--- src/hdl/guard_pkg.sv ---
package guard_pkg;
    localparam logic [31:0] CMD_ADDR       = 32'hfffff170;
    localparam logic [31:0] PSAVE_ADDR     = 32'hfffff070;
    localparam logic [31:0] CLKCTL_ADDR    = 32'hfffff072;
    localparam logic [31:0] STATUS_ADDR    = 32'hfffff078;
    localparam int          ERR_BIT        = 4;
    localparam int          LOCK_BIT       = 0;
    localparam logic [7:0]  PSAVE_RESET    = 8'h00;
    localparam logic [7:0]  CLKCTL_RESET   = 8'h00;
    // APB register offsets of the controller.
    localparam logic [11:0] APB_CTRL       = 12'h000;
    localparam logic [11:0] APB_ADDR       = 12'h004;
    localparam logic [11:0] APB_WDATA      = 12'h008;
    localparam logic [11:0] APB_RDATA      = 12'h00c;
    localparam logic [11:0] APB_IRQ_STAT   = 12'h010;
    localparam logic [11:0] APB_IRQ_MASK   = 12'h014;
    localparam int          CTRL_GO        = 0;
    localparam int          CTRL_WRITE     = 1;
    localparam int          CTRL_BITOP     = 2;
    localparam int          CTRL_BUSY      = 8;
    localparam int          IRQ_DONE       = 0;
    localparam int          IRQ_PERR       = 1;
    typedef enum logic [1:0] {
        BOP_STORE = 2'b00,
        BOP_SET   = 2'b01,
        BOP_CLEAR = 2'b10,
        BOP_NOT   = 2'b11
    } bitop_type;
endpackage : guard_pkg

--- src/hdl/periph_store_if.sv ---
`timescale 1ns/1ps
`default_nettype none
// Peripheral store bus between the CPU side and the guard. A request is a single
// cycle pulse; the guard answers every request in the next cycle with ack.
interface periph_store_if;
    logic        req;
    logic        write;
    logic        isDma;
    logic [31:0] addr;
    logic [7:0]  wdata;
    logic [7:0]  wmask;
    logic [1:0]  bitOp;
    logic        ack;
    logic [7:0]  rdata;
    logic        irqHold;
    modport device (input req, write, isDma, addr, wdata, wmask, bitOp, output ack, rdata, irqHold);
    modport cpu    (output req, write, isDma, addr, wdata, wmask, bitOp, input ack, rdata, irqHold);
endinterface : periph_store_if
`default_nettype wire

--- src/hdl/store_sequencer.sv ---
// Local design decision: the APB interface to the registers.
`timescale 1ns/1ps
`default_nettype none
// CPU-side end: software sets address/data over APB and sets GO; a write to a
// protected register is sent as a command store, then the store one cycle after the command's ack.
module store_sequencer
    import guard_pkg::*;
(
    input  wire logic        sys_clk,
    input  wire logic        rst_n,
    input  wire logic        psel,
    input  wire logic        penable,
    input  wire logic        pwrite,
    input  wire logic [11:0] paddr,
    input  wire logic [31:0] pwdata,
    output logic [31:0]      prdata,
    output logic             pready,
    output logic             pslverr,
    output logic             irq,
    periph_store_if.cpu      bus
);
    typedef enum logic [1:0] {
        S_IDLE = 2'b00,
        S_CMD  = 2'b01,
        S_MAIN = 2'b10,
        S_WAIT = 2'b11
    } phase_type;

    typedef struct packed {
        phase_type   ph;
        logic [2:0]  ctrl;
        logic [31:0] addr;
        logic [31:0] wdata;
        logic [7:0]  rdata;
        logic [1:0]  stat;
        logic [1:0]  mask;
        logic        req;
        logic [31:0] reqAddr;
        logic [31:0] prd;
        logic        irq;
        logic        rdy;
    } state_type;

    state_type st_r;
    state_type st_nxt;
    logic      acc;
    logic      prot;

    always_comb begin
        st_nxt     = st_r;
        acc        = psel & penable;
        prot       = st_r.addr == CLKCTL_ADDR || st_r.addr == PSAVE_ADDR;
        st_nxt.req = 1'b0;
        st_nxt.prd = 32'h0;
        st_nxt.rdy = acc & ~st_r.rdy;
        // ==========================================================
        // APB registers; one wait state lets read data be registered at the same edge where pready rises.
        if (acc & ~pwrite & ~st_r.rdy) begin
            case (paddr)
                APB_CTRL:     st_nxt.prd = {23'h0, st_r.ph != S_IDLE, 5'h0, st_r.ctrl[2:1], 1'b0};
                APB_ADDR:     st_nxt.prd = st_r.addr;
                APB_WDATA:    st_nxt.prd = st_r.wdata;
                APB_RDATA:    st_nxt.prd = {24'h0, st_r.rdata};
                APB_IRQ_STAT: st_nxt.prd = {30'h0, st_r.stat};
                APB_IRQ_MASK: st_nxt.prd = {30'h0, st_r.mask};
                default:      st_nxt.prd = 32'h0;
            endcase
        end
        if (acc & pwrite & st_r.rdy) begin
            case (paddr)
                APB_CTRL:     st_nxt.ctrl = pwdata[2:0];
                APB_ADDR:     st_nxt.addr = pwdata;
                APB_WDATA:    st_nxt.wdata = pwdata;
                APB_IRQ_STAT: st_nxt.stat = st_r.stat & ~pwdata[1:0];
                APB_IRQ_MASK: st_nxt.mask = pwdata[1:0];
                default:      st_nxt.ctrl = st_r.ctrl;
            endcase
        end
        // ==========================================================
        // Store sequence.
        case (st_r.ph)
            S_IDLE: if (st_r.ctrl[CTRL_GO]) begin
                st_nxt.ctrl[CTRL_GO] = 1'b0;
                st_nxt.req           = 1'b1;
                if (st_r.ctrl[CTRL_WRITE] && prot) begin
                    st_nxt.reqAddr = CMD_ADDR;
                    st_nxt.ph      = S_CMD;
                end else begin
                    st_nxt.reqAddr = st_r.addr;
                    st_nxt.ph      = S_WAIT;
                end
            end
            S_CMD: if (bus.ack) begin
                st_nxt.req     = 1'b1;
                st_nxt.reqAddr = st_r.addr;
                st_nxt.ph      = S_WAIT;
            end
            S_WAIT: if (bus.ack) begin
                st_nxt.rdata        = bus.rdata;
                st_nxt.stat[IRQ_DONE] = 1'b1;
                st_nxt.ph           = S_IDLE;
            end
            default: st_nxt.ph = S_IDLE;
        endcase
        // Set wins over a clear in the same cycle.
        if (st_r.ph == S_WAIT && bus.ack) st_nxt.stat[IRQ_DONE] = 1'b1;
        if (bus.ack && st_r.ph == S_WAIT && st_r.ctrl[CTRL_WRITE] && !prot &&
            st_r.addr == STATUS_ADDR && bus.rdata[ERR_BIT]) st_nxt.stat[IRQ_PERR] = 1'b1;
        st_nxt.irq = |(st_nxt.stat & st_nxt.mask);
    end

    always_ff @(posedge sys_clk or negedge rst_n) begin
        if (!rst_n) begin
            st_r <= '{ph: S_IDLE, ctrl: 3'h0, addr: 32'h0, wdata: 32'h0, rdata: 8'h00,
                      stat: 2'h0, mask: 2'h0, req: 1'b0, reqAddr: 32'h0, prd: 32'h0, irq: 1'b0,
                      rdy: 1'b0};
        end else begin
            st_r <= st_nxt;
        end
    end

    assign prdata    = st_r.prd;
    assign pready    = st_r.rdy;
    assign pslverr   = 1'b0;
    assign irq       = st_r.irq;
    assign bus.req   = st_r.req;
    assign bus.addr  = st_r.reqAddr;
    // Command and main store carry the same data byte; the command store always uses BOP_STORE.
    assign bus.write = st_r.ctrl[CTRL_WRITE] | (st_r.ph == S_CMD);
    assign bus.isDma = 1'b0;
    assign bus.wdata = st_r.wdata[7:0];
    assign bus.wmask = st_r.wdata[15:8];
    assign bus.bitOp = (st_r.ph == S_CMD) ? 2'b00 : st_r.wdata[17:16];
endmodule : store_sequencer
`default_nettype wire

--- src/flat_wrapper.sv ---
// flat-port wrapper written by rule: the top's interface ports become plain ports
module store_sequencer_flat import guard_pkg::*;
  (sys_clk, rst_n, psel, penable, pwrite, paddr, pwdata, prdata, pready, pslverr, irq, bus_req, bus_write, bus_isDma, bus_addr, bus_wdata, bus_wmask, bus_bitOp, bus_ack, bus_rdata, bus_irqHold);
  periph_store_if bus_i ();
  input  wire logic sys_clk;
  input  wire logic rst_n;
  input  wire logic psel;
  input  wire logic penable;
  input  wire logic pwrite;
  input  wire logic [11:0] paddr;
  input  wire logic [31:0] pwdata;
  output logic [31:0] prdata;
  output logic pready;
  output logic pslverr;
  output logic irq;
  output wire logic [$bits(bus_i.req)-1:0] bus_req;
  output wire logic [$bits(bus_i.write)-1:0] bus_write;
  output wire logic [$bits(bus_i.isDma)-1:0] bus_isDma;
  output wire logic [$bits(bus_i.addr)-1:0] bus_addr;
  output wire logic [$bits(bus_i.wdata)-1:0] bus_wdata;
  output wire logic [$bits(bus_i.wmask)-1:0] bus_wmask;
  output wire logic [$bits(bus_i.bitOp)-1:0] bus_bitOp;
  input wire logic [$bits(bus_i.ack)-1:0] bus_ack;
  input wire logic [$bits(bus_i.rdata)-1:0] bus_rdata;
  input wire logic [$bits(bus_i.irqHold)-1:0] bus_irqHold;
  assign bus_req = bus_i.req;
  assign bus_write = bus_i.write;
  assign bus_isDma = bus_i.isDma;
  assign bus_addr = bus_i.addr;
  assign bus_wdata = bus_i.wdata;
  assign bus_wmask = bus_i.wmask;
  assign bus_bitOp = bus_i.bitOp;
  assign bus_i.ack = bus_ack;
  assign bus_i.rdata = bus_rdata;
  assign bus_i.irqHold = bus_irqHold;
  store_sequencer u_core (.sys_clk(sys_clk), .rst_n(rst_n), .psel(psel), .penable(penable), .pwrite(pwrite), .paddr(paddr), .pwdata(pwdata), .prdata(prdata), .pready(pready), .pslverr(pslverr), .irq(irq), .bus(bus_i));
endmodule
--- config.mk ---
export PLATFORM = sky130hd
export DESIGN_NAME = store_sequencer_flat
export DESIGN_NICKNAME = d
export VERILOG_FILES = /design/src/hdl/guard_pkg.sv /design/src/hdl/periph_store_if.sv /design/src/hdl/store_sequencer.sv /design/src/flat_wrapper.sv
export SDC_FILE = /design/constraint.sdc
export NUM_CORES = 1
export LEC_CHECK = 0
export ABC_AREA = 1
export BUFFER_PORTS_ARGS = -buffer_cell sky130_fd_sc_hd__buf_4
export CAP_MARGIN = 25
export CORE_MARGIN = 1.5
export CORE_UTILIZATION = 50
export DETAILED_ROUTE_END_ITERATION = 8
export GPL_ROUTABILITY_DRIVEN = 0
export PLACE_DENSITY = 0.77
export SYNTH_ARGS = -nofsm -noshare
export SYNTH_HDL_FRONTEND = slang
export SYNTH_SLANG_ARGS = --single-unit
--- constraint.sdc ---
create_clock -name sys_clk -period 3.6 [get_ports sys_clk]
set_input_delay 0.36 -clock sys_clk [delete_from_list [all_inputs] [get_ports sys_clk]]
set_output_delay 0.36 -clock sys_clk [all_outputs]
set_load 0.01 [all_outputs]
* Word-level counts from Yosys, hierarchy flattened
Index checks and enable logic that the tools add are counted.
** Operators by class
- Bitwise gates (word level) :: 12
- Reduce and logical (&&, ||, !) cells :: 19
- Mux-type cells :: 25
- Equality and inequality tests :: 13
** Operators with widths (count)
- case mux 32 bit (6 select lines) :: 1
- two-way mux 32 bit :: 4
- == test 32 bit, second input constant :: 3
- two-way mux 33 bit :: 2
- case mux 33 bit (2 select lines) :: 1
- two-way mux 65 bit :: 1
- == test 12 x 4 -> 1 bit, second input constant :: 2
- == test 12 x 5 -> 1 bit, second input constant :: 2
- two-way mux 2 bit :: 7
- == test 12 x 3 -> 1 bit, second input constant :: 1
- zero test 12 bit :: 1
- AND reduction 2 bit :: 4
- two-way mux 1 bit :: 7
- bitwise AND 1 bit :: 6
- logical AND 1 bit :: 6
- case mux 2 bit (3 select lines) :: 1
- AND reduction 3 bit :: 2
- bitwise AND 2 bit :: 2
- two-way mux 4 bit :: 1
- inequality test 2 bit, second input constant :: 2
- nonzero test 2 bit :: 2
- == test 2 x 1 -> 1 bit, second input constant :: 1
- == test 2 bit, second input constant :: 1
- zero test 2 bit :: 1
- other kinds (7) :: 8
** Storage, ports and cells
- Register bits :: 148
- Bits of input ports :: 59
- Output and inout port bits :: 88

* Depth between registers and ports, before layout
- Depth after elaboration :: 9
- Mapped depth :: 10
- Depth with buffers taken out :: 9

* Worst setup path after synthesis
Ideal clock, no wire load.
- Path kind :: input port to flip-flop
- Start point :: in paddr[9]
- End point :: reg u_core.st_r[119] (netlist name)
- Path buffers :: 1
- Setup slack :: 2.184 ns
- Stages on the path :: 9
- Arrival time :: 1.295 ns
- Cell sequence :: nor2_2 > nand2_2 > nor2_4 > nand2_2 > inv_4 > nand2_4 > buf_2 > nor2_1 > a21oi_1
** On the way
- Longest elaborated chain between the ends :: 2
** Ends and longest elaborated chain
- start, declared :: RTL line flat_wrapper.sv:10 : input wire logic [11:0] paddr;
- == test 12 x 3 -> 1 bit :: RTL line store_sequencer.sv:70 : case (paddr)
- AND reduction 2 bit (no line)
- end signal, assigned :: RTL line store_sequencer.sv:114 : st_r <= '{ph: S_IDLE, ctrl: 3'h0, addr: 32'h0, wdata: 32'h0, rdata: 8'h00,
- end signal, assigned :: RTL line store_sequencer.sv:118 : st_r <= st_nxt;
- end, declared :: RTL line store_sequencer.sv:44 : state_type st_r;
Every way passes these cells.
A chain may end at the register's enable or synchronous reset.

* Worst setup path in the final report
- Start point :: in paddr[7]
- End point :: reg u_core.st_r, in the netlist u_core.bus.wmask[7]
** On the way
- Longest elaborated chain between the ends :: 2
** Ends and longest elaborated chain (RTL line)
- == test 12 x 4 -> 1 bit :: store_sequencer.sv:70
- AND reduction 2 bit (no line)
Every way passes these cells.

==> impl_metrics.toml <==
[global_routing]
overflow = 0
grt_pass1_wl_mm = 25.6
grt_busiest_layer = "met2"
met1_usage = 0.304
track_usage = 0.223
grt.met3_usage = 0.0493
grt_max_degree = 77
antenna_found_initial = 0
met2_usage = 0.351
grt_pass1_vias = 5071

[cts]
cts.clk_slew.worst_paths_ps = 60
cts_resized = 0
cts.htree.levels = 4
cts_buffers = 17
cts_tree = "yes"
cts_root_buf = "clkbuf_16"
cts_max_path_buffers = 2
clk_latency_ps = 420
clock_sinks = 148

[synthesis]
synth.avg_cell_area_um2 = 8.33
netlist_area_um2 = 7140
ys_ff_latch = 148
yosysWarnings = 0
synth_cell_types = 27
synth_area_leaders = "dfrtp_1 52%, nand2_1 13%, buf_4 8.9%, o21ai_0 4.7%, inv_1 4.5%"
netlist_top_cells_count = "250 x nand2_1, 148 x dfrtp_1, 85 x buf_4, 85 x inv_1, 67 x o21ai_0"
synth_most_common_cell = "nand2_1"
synth-edff-count = 0
yosys.area.top_type = "dfrtp_1"
async_reset_ff_frac = 1.00
synth_top_area_share = 0.519
ys.flop_type = "dfrtp_1"
syn_inst = 857
ys_seq_area_frac = 0.519

[die]
die_w_um = 122
core_area_um2 = 13900
die_area_um2 = 15000
rows = 43
start_util = 0.512
pin_count = 147
die_y_um = 122

[cells_and_area]
final_cells = 1108
syn2layout_area_growth_pct = 17.0
seq_area_um2 = 3700
multi_input_area_um2 = 2280
fill_cells = 1232
layout-drive-gt1-share = 0.246
antenna_cells = 0
num-nets-final = 974

[power]
power_frac_clock = 0.462
irDropWorstVdd_v = 0.000288
powerDensity_nw_per_um2 = 470
power_leakage_nw = 4.35
p_sw_frac = 0.225
power_frac_seq = 0.456
internal_power_mw = 3.04
comb_power_share = 0.082
power_switching_uw = 883
fin_total_pwr_mw = 3.93

[sta]
maxSlewViolCount = 0
finalHoldViolCount = 0
period_needed_ps = 2070
slew_headroom = 0.428
tns_ps = 0
fmax_ghz = 0.484
worst_slew_pin_slew_ps = 855
rsz0062_at_grt = "false"
setup_viol = 0
worst_clock_skew_ps = 8.38
final.period_utilization = 0.574

[worst_setup_path]
start_kind = "primary input"
path_class = "in2reg"
crit_slowest_cell = "nor2_4"
path_cells = "buf_4, nor2_1, nand2_1, inv_2, nand3_4, buf_4, nor2_4, buf_12, nand2_1, o21ai_0"
crit_family = "simple AND/OR/NAND/NOR gates"
cp.required_ps = 3930
crit_buf_inv = 4
crit_arrival_ps = 2400
end_kind = "register"
cpPeakStageDelay_ps = 590
path_max_fanout = 33

[detailed_routing]
avgRoutedWirePerCell_um = 14.3
wl_mm = 15.8
ant_nets = 0
drc_errors = 0
viasPerCell = 4.95
vias = 5481
drt_iter0_markers = 451
drt-pass1-iter-count = 5

[status]
status = "completed"

[worst_hold_path]
hold_path.class = "in2reg"

[placed_design]
numPortBuffers = 143
dp_hpwl_mm = 10.7
dp.cells = 1075

[run]
cap_violations = 0
==> power groups by stage <==
stage	sequential [mW]	clock, mW	combinational, mW
6_report	1.79	1.82	0.322
5_1_grt	1.80	1.93	0.363
4_1_cts	1.79	1.85	0.329
3_5_place_dp	1.82	0	0.328
3_3_place_gp	1.82	0	0.321
2_1_floorplan	1.81	0	0.187
==> routing by layer <==
layer	up-vias	wire length, um
li1	2687	-
met1	2589	7020
met2	184	7620
met3	21	925
met4	0	239
met5	-	0
==> worst reg2reg max path: stages (launching register included) <==
cell	delay, ps
dfrtp_1	370
inv_1	80
nor2_1	230
nand2_1	90
nand2_1	90
clkinv_1	440
buf_4	400
nor2_1	130
a21oi_1	80
==> stage by stage <==
stage / area, um^2 / utilization / worst slack [ps] / hold slack [ps]
floorplan: 7140 / - / 2180 / 64.4
global placement: 7700 / 0.552 / 1150 / 436
detailed placement: 7730 / 0.554 / 1120 / 441
CTS: 8350 / 0.599 / 1490 / 121
global route: 8350 / 0.599 / 1330 / 142
finish: 8350 / 0.599 / 1530 / 137
==> state kept, by name (all words and copies together) (netlist names) <==
| name | count |
|---|---|
| u_core.bus.addr | 32 |
| u_core.bus.wmask | 8 |
| u_core.bus.wdata | 8 |
| u_core.pready | 1 |
| u_core.prdata | 32 |
| u_core.bus.req | 1 |
| u_core.st_r | 65 |
| u_core.irq | 1 |
==> worst paths after layout <==
path	from	endpoint	slack, ps	cells past startpoint
min in group asynchronous	rst_n	u_core.prdata[29]	530	2
worst min register to register	u_core.bus.addr[25]	u_core.bus.addr[25]	470	2
worst max-delay path	paddr[7]	u_core.bus.wmask[7]	1530	10
worst max register to register	u_core.st_r[146]	u_core.bus.addr[8]	1580	8
worst min-delay path	bus_rdata[0]	u_core.st_r[71]	140	3
max in group asynchronous	rst_n	u_core.st_r[97]	2260	3
==> cells in the final DEF, fill, tap and decap left out, types with 11 or more instances in the layout <==
cell type | Yosys | final
inv_1 | 85 | 85
nand2_1 | 250 | 250
dfrtp_1 | 148 | 148
o21ai_1 | 11 | 11
nand3_1 | 54 | 54
nor2_2 | 32 | 32
clkbuf_16 | 0 | 17
nor2_1 | 57 | 57
buf_4 | 85 | 146
o21ai_0 | 67 | 67
==> cell families (layout without fill, tap and decap cells) <==
family	after synthesis	after routing	share of synthesized area
AOI/OAI and AO/OA	88	88	0.0617
and+or+nand+nor	417	417	0.257
other	1	2	0.000525
DFF	148	148	0.519
buffers and inverters	203	273	0.162
==> area by class of cell <==
type / instances / share of cell area
clock inverter: 9 / 0.0150
tap: 180 / 0.0270
inverter: 90 / 0.0408
multi-input combinational: 507 / 0.273
sequential: 148 / 0.444
timing repair buffer: 151 / 0.142
clock buffer: 23 / 0.0584
==> what timing repair did <==
item | 4_1_cts | 5_1_grt
hold buffers | 1 | 0
endpoints found under the setup margin | 0 | 0
hold endpoints to repair | 43 | 0
setup buffers | 0 | 0
(Power assumes the default switching activity.)
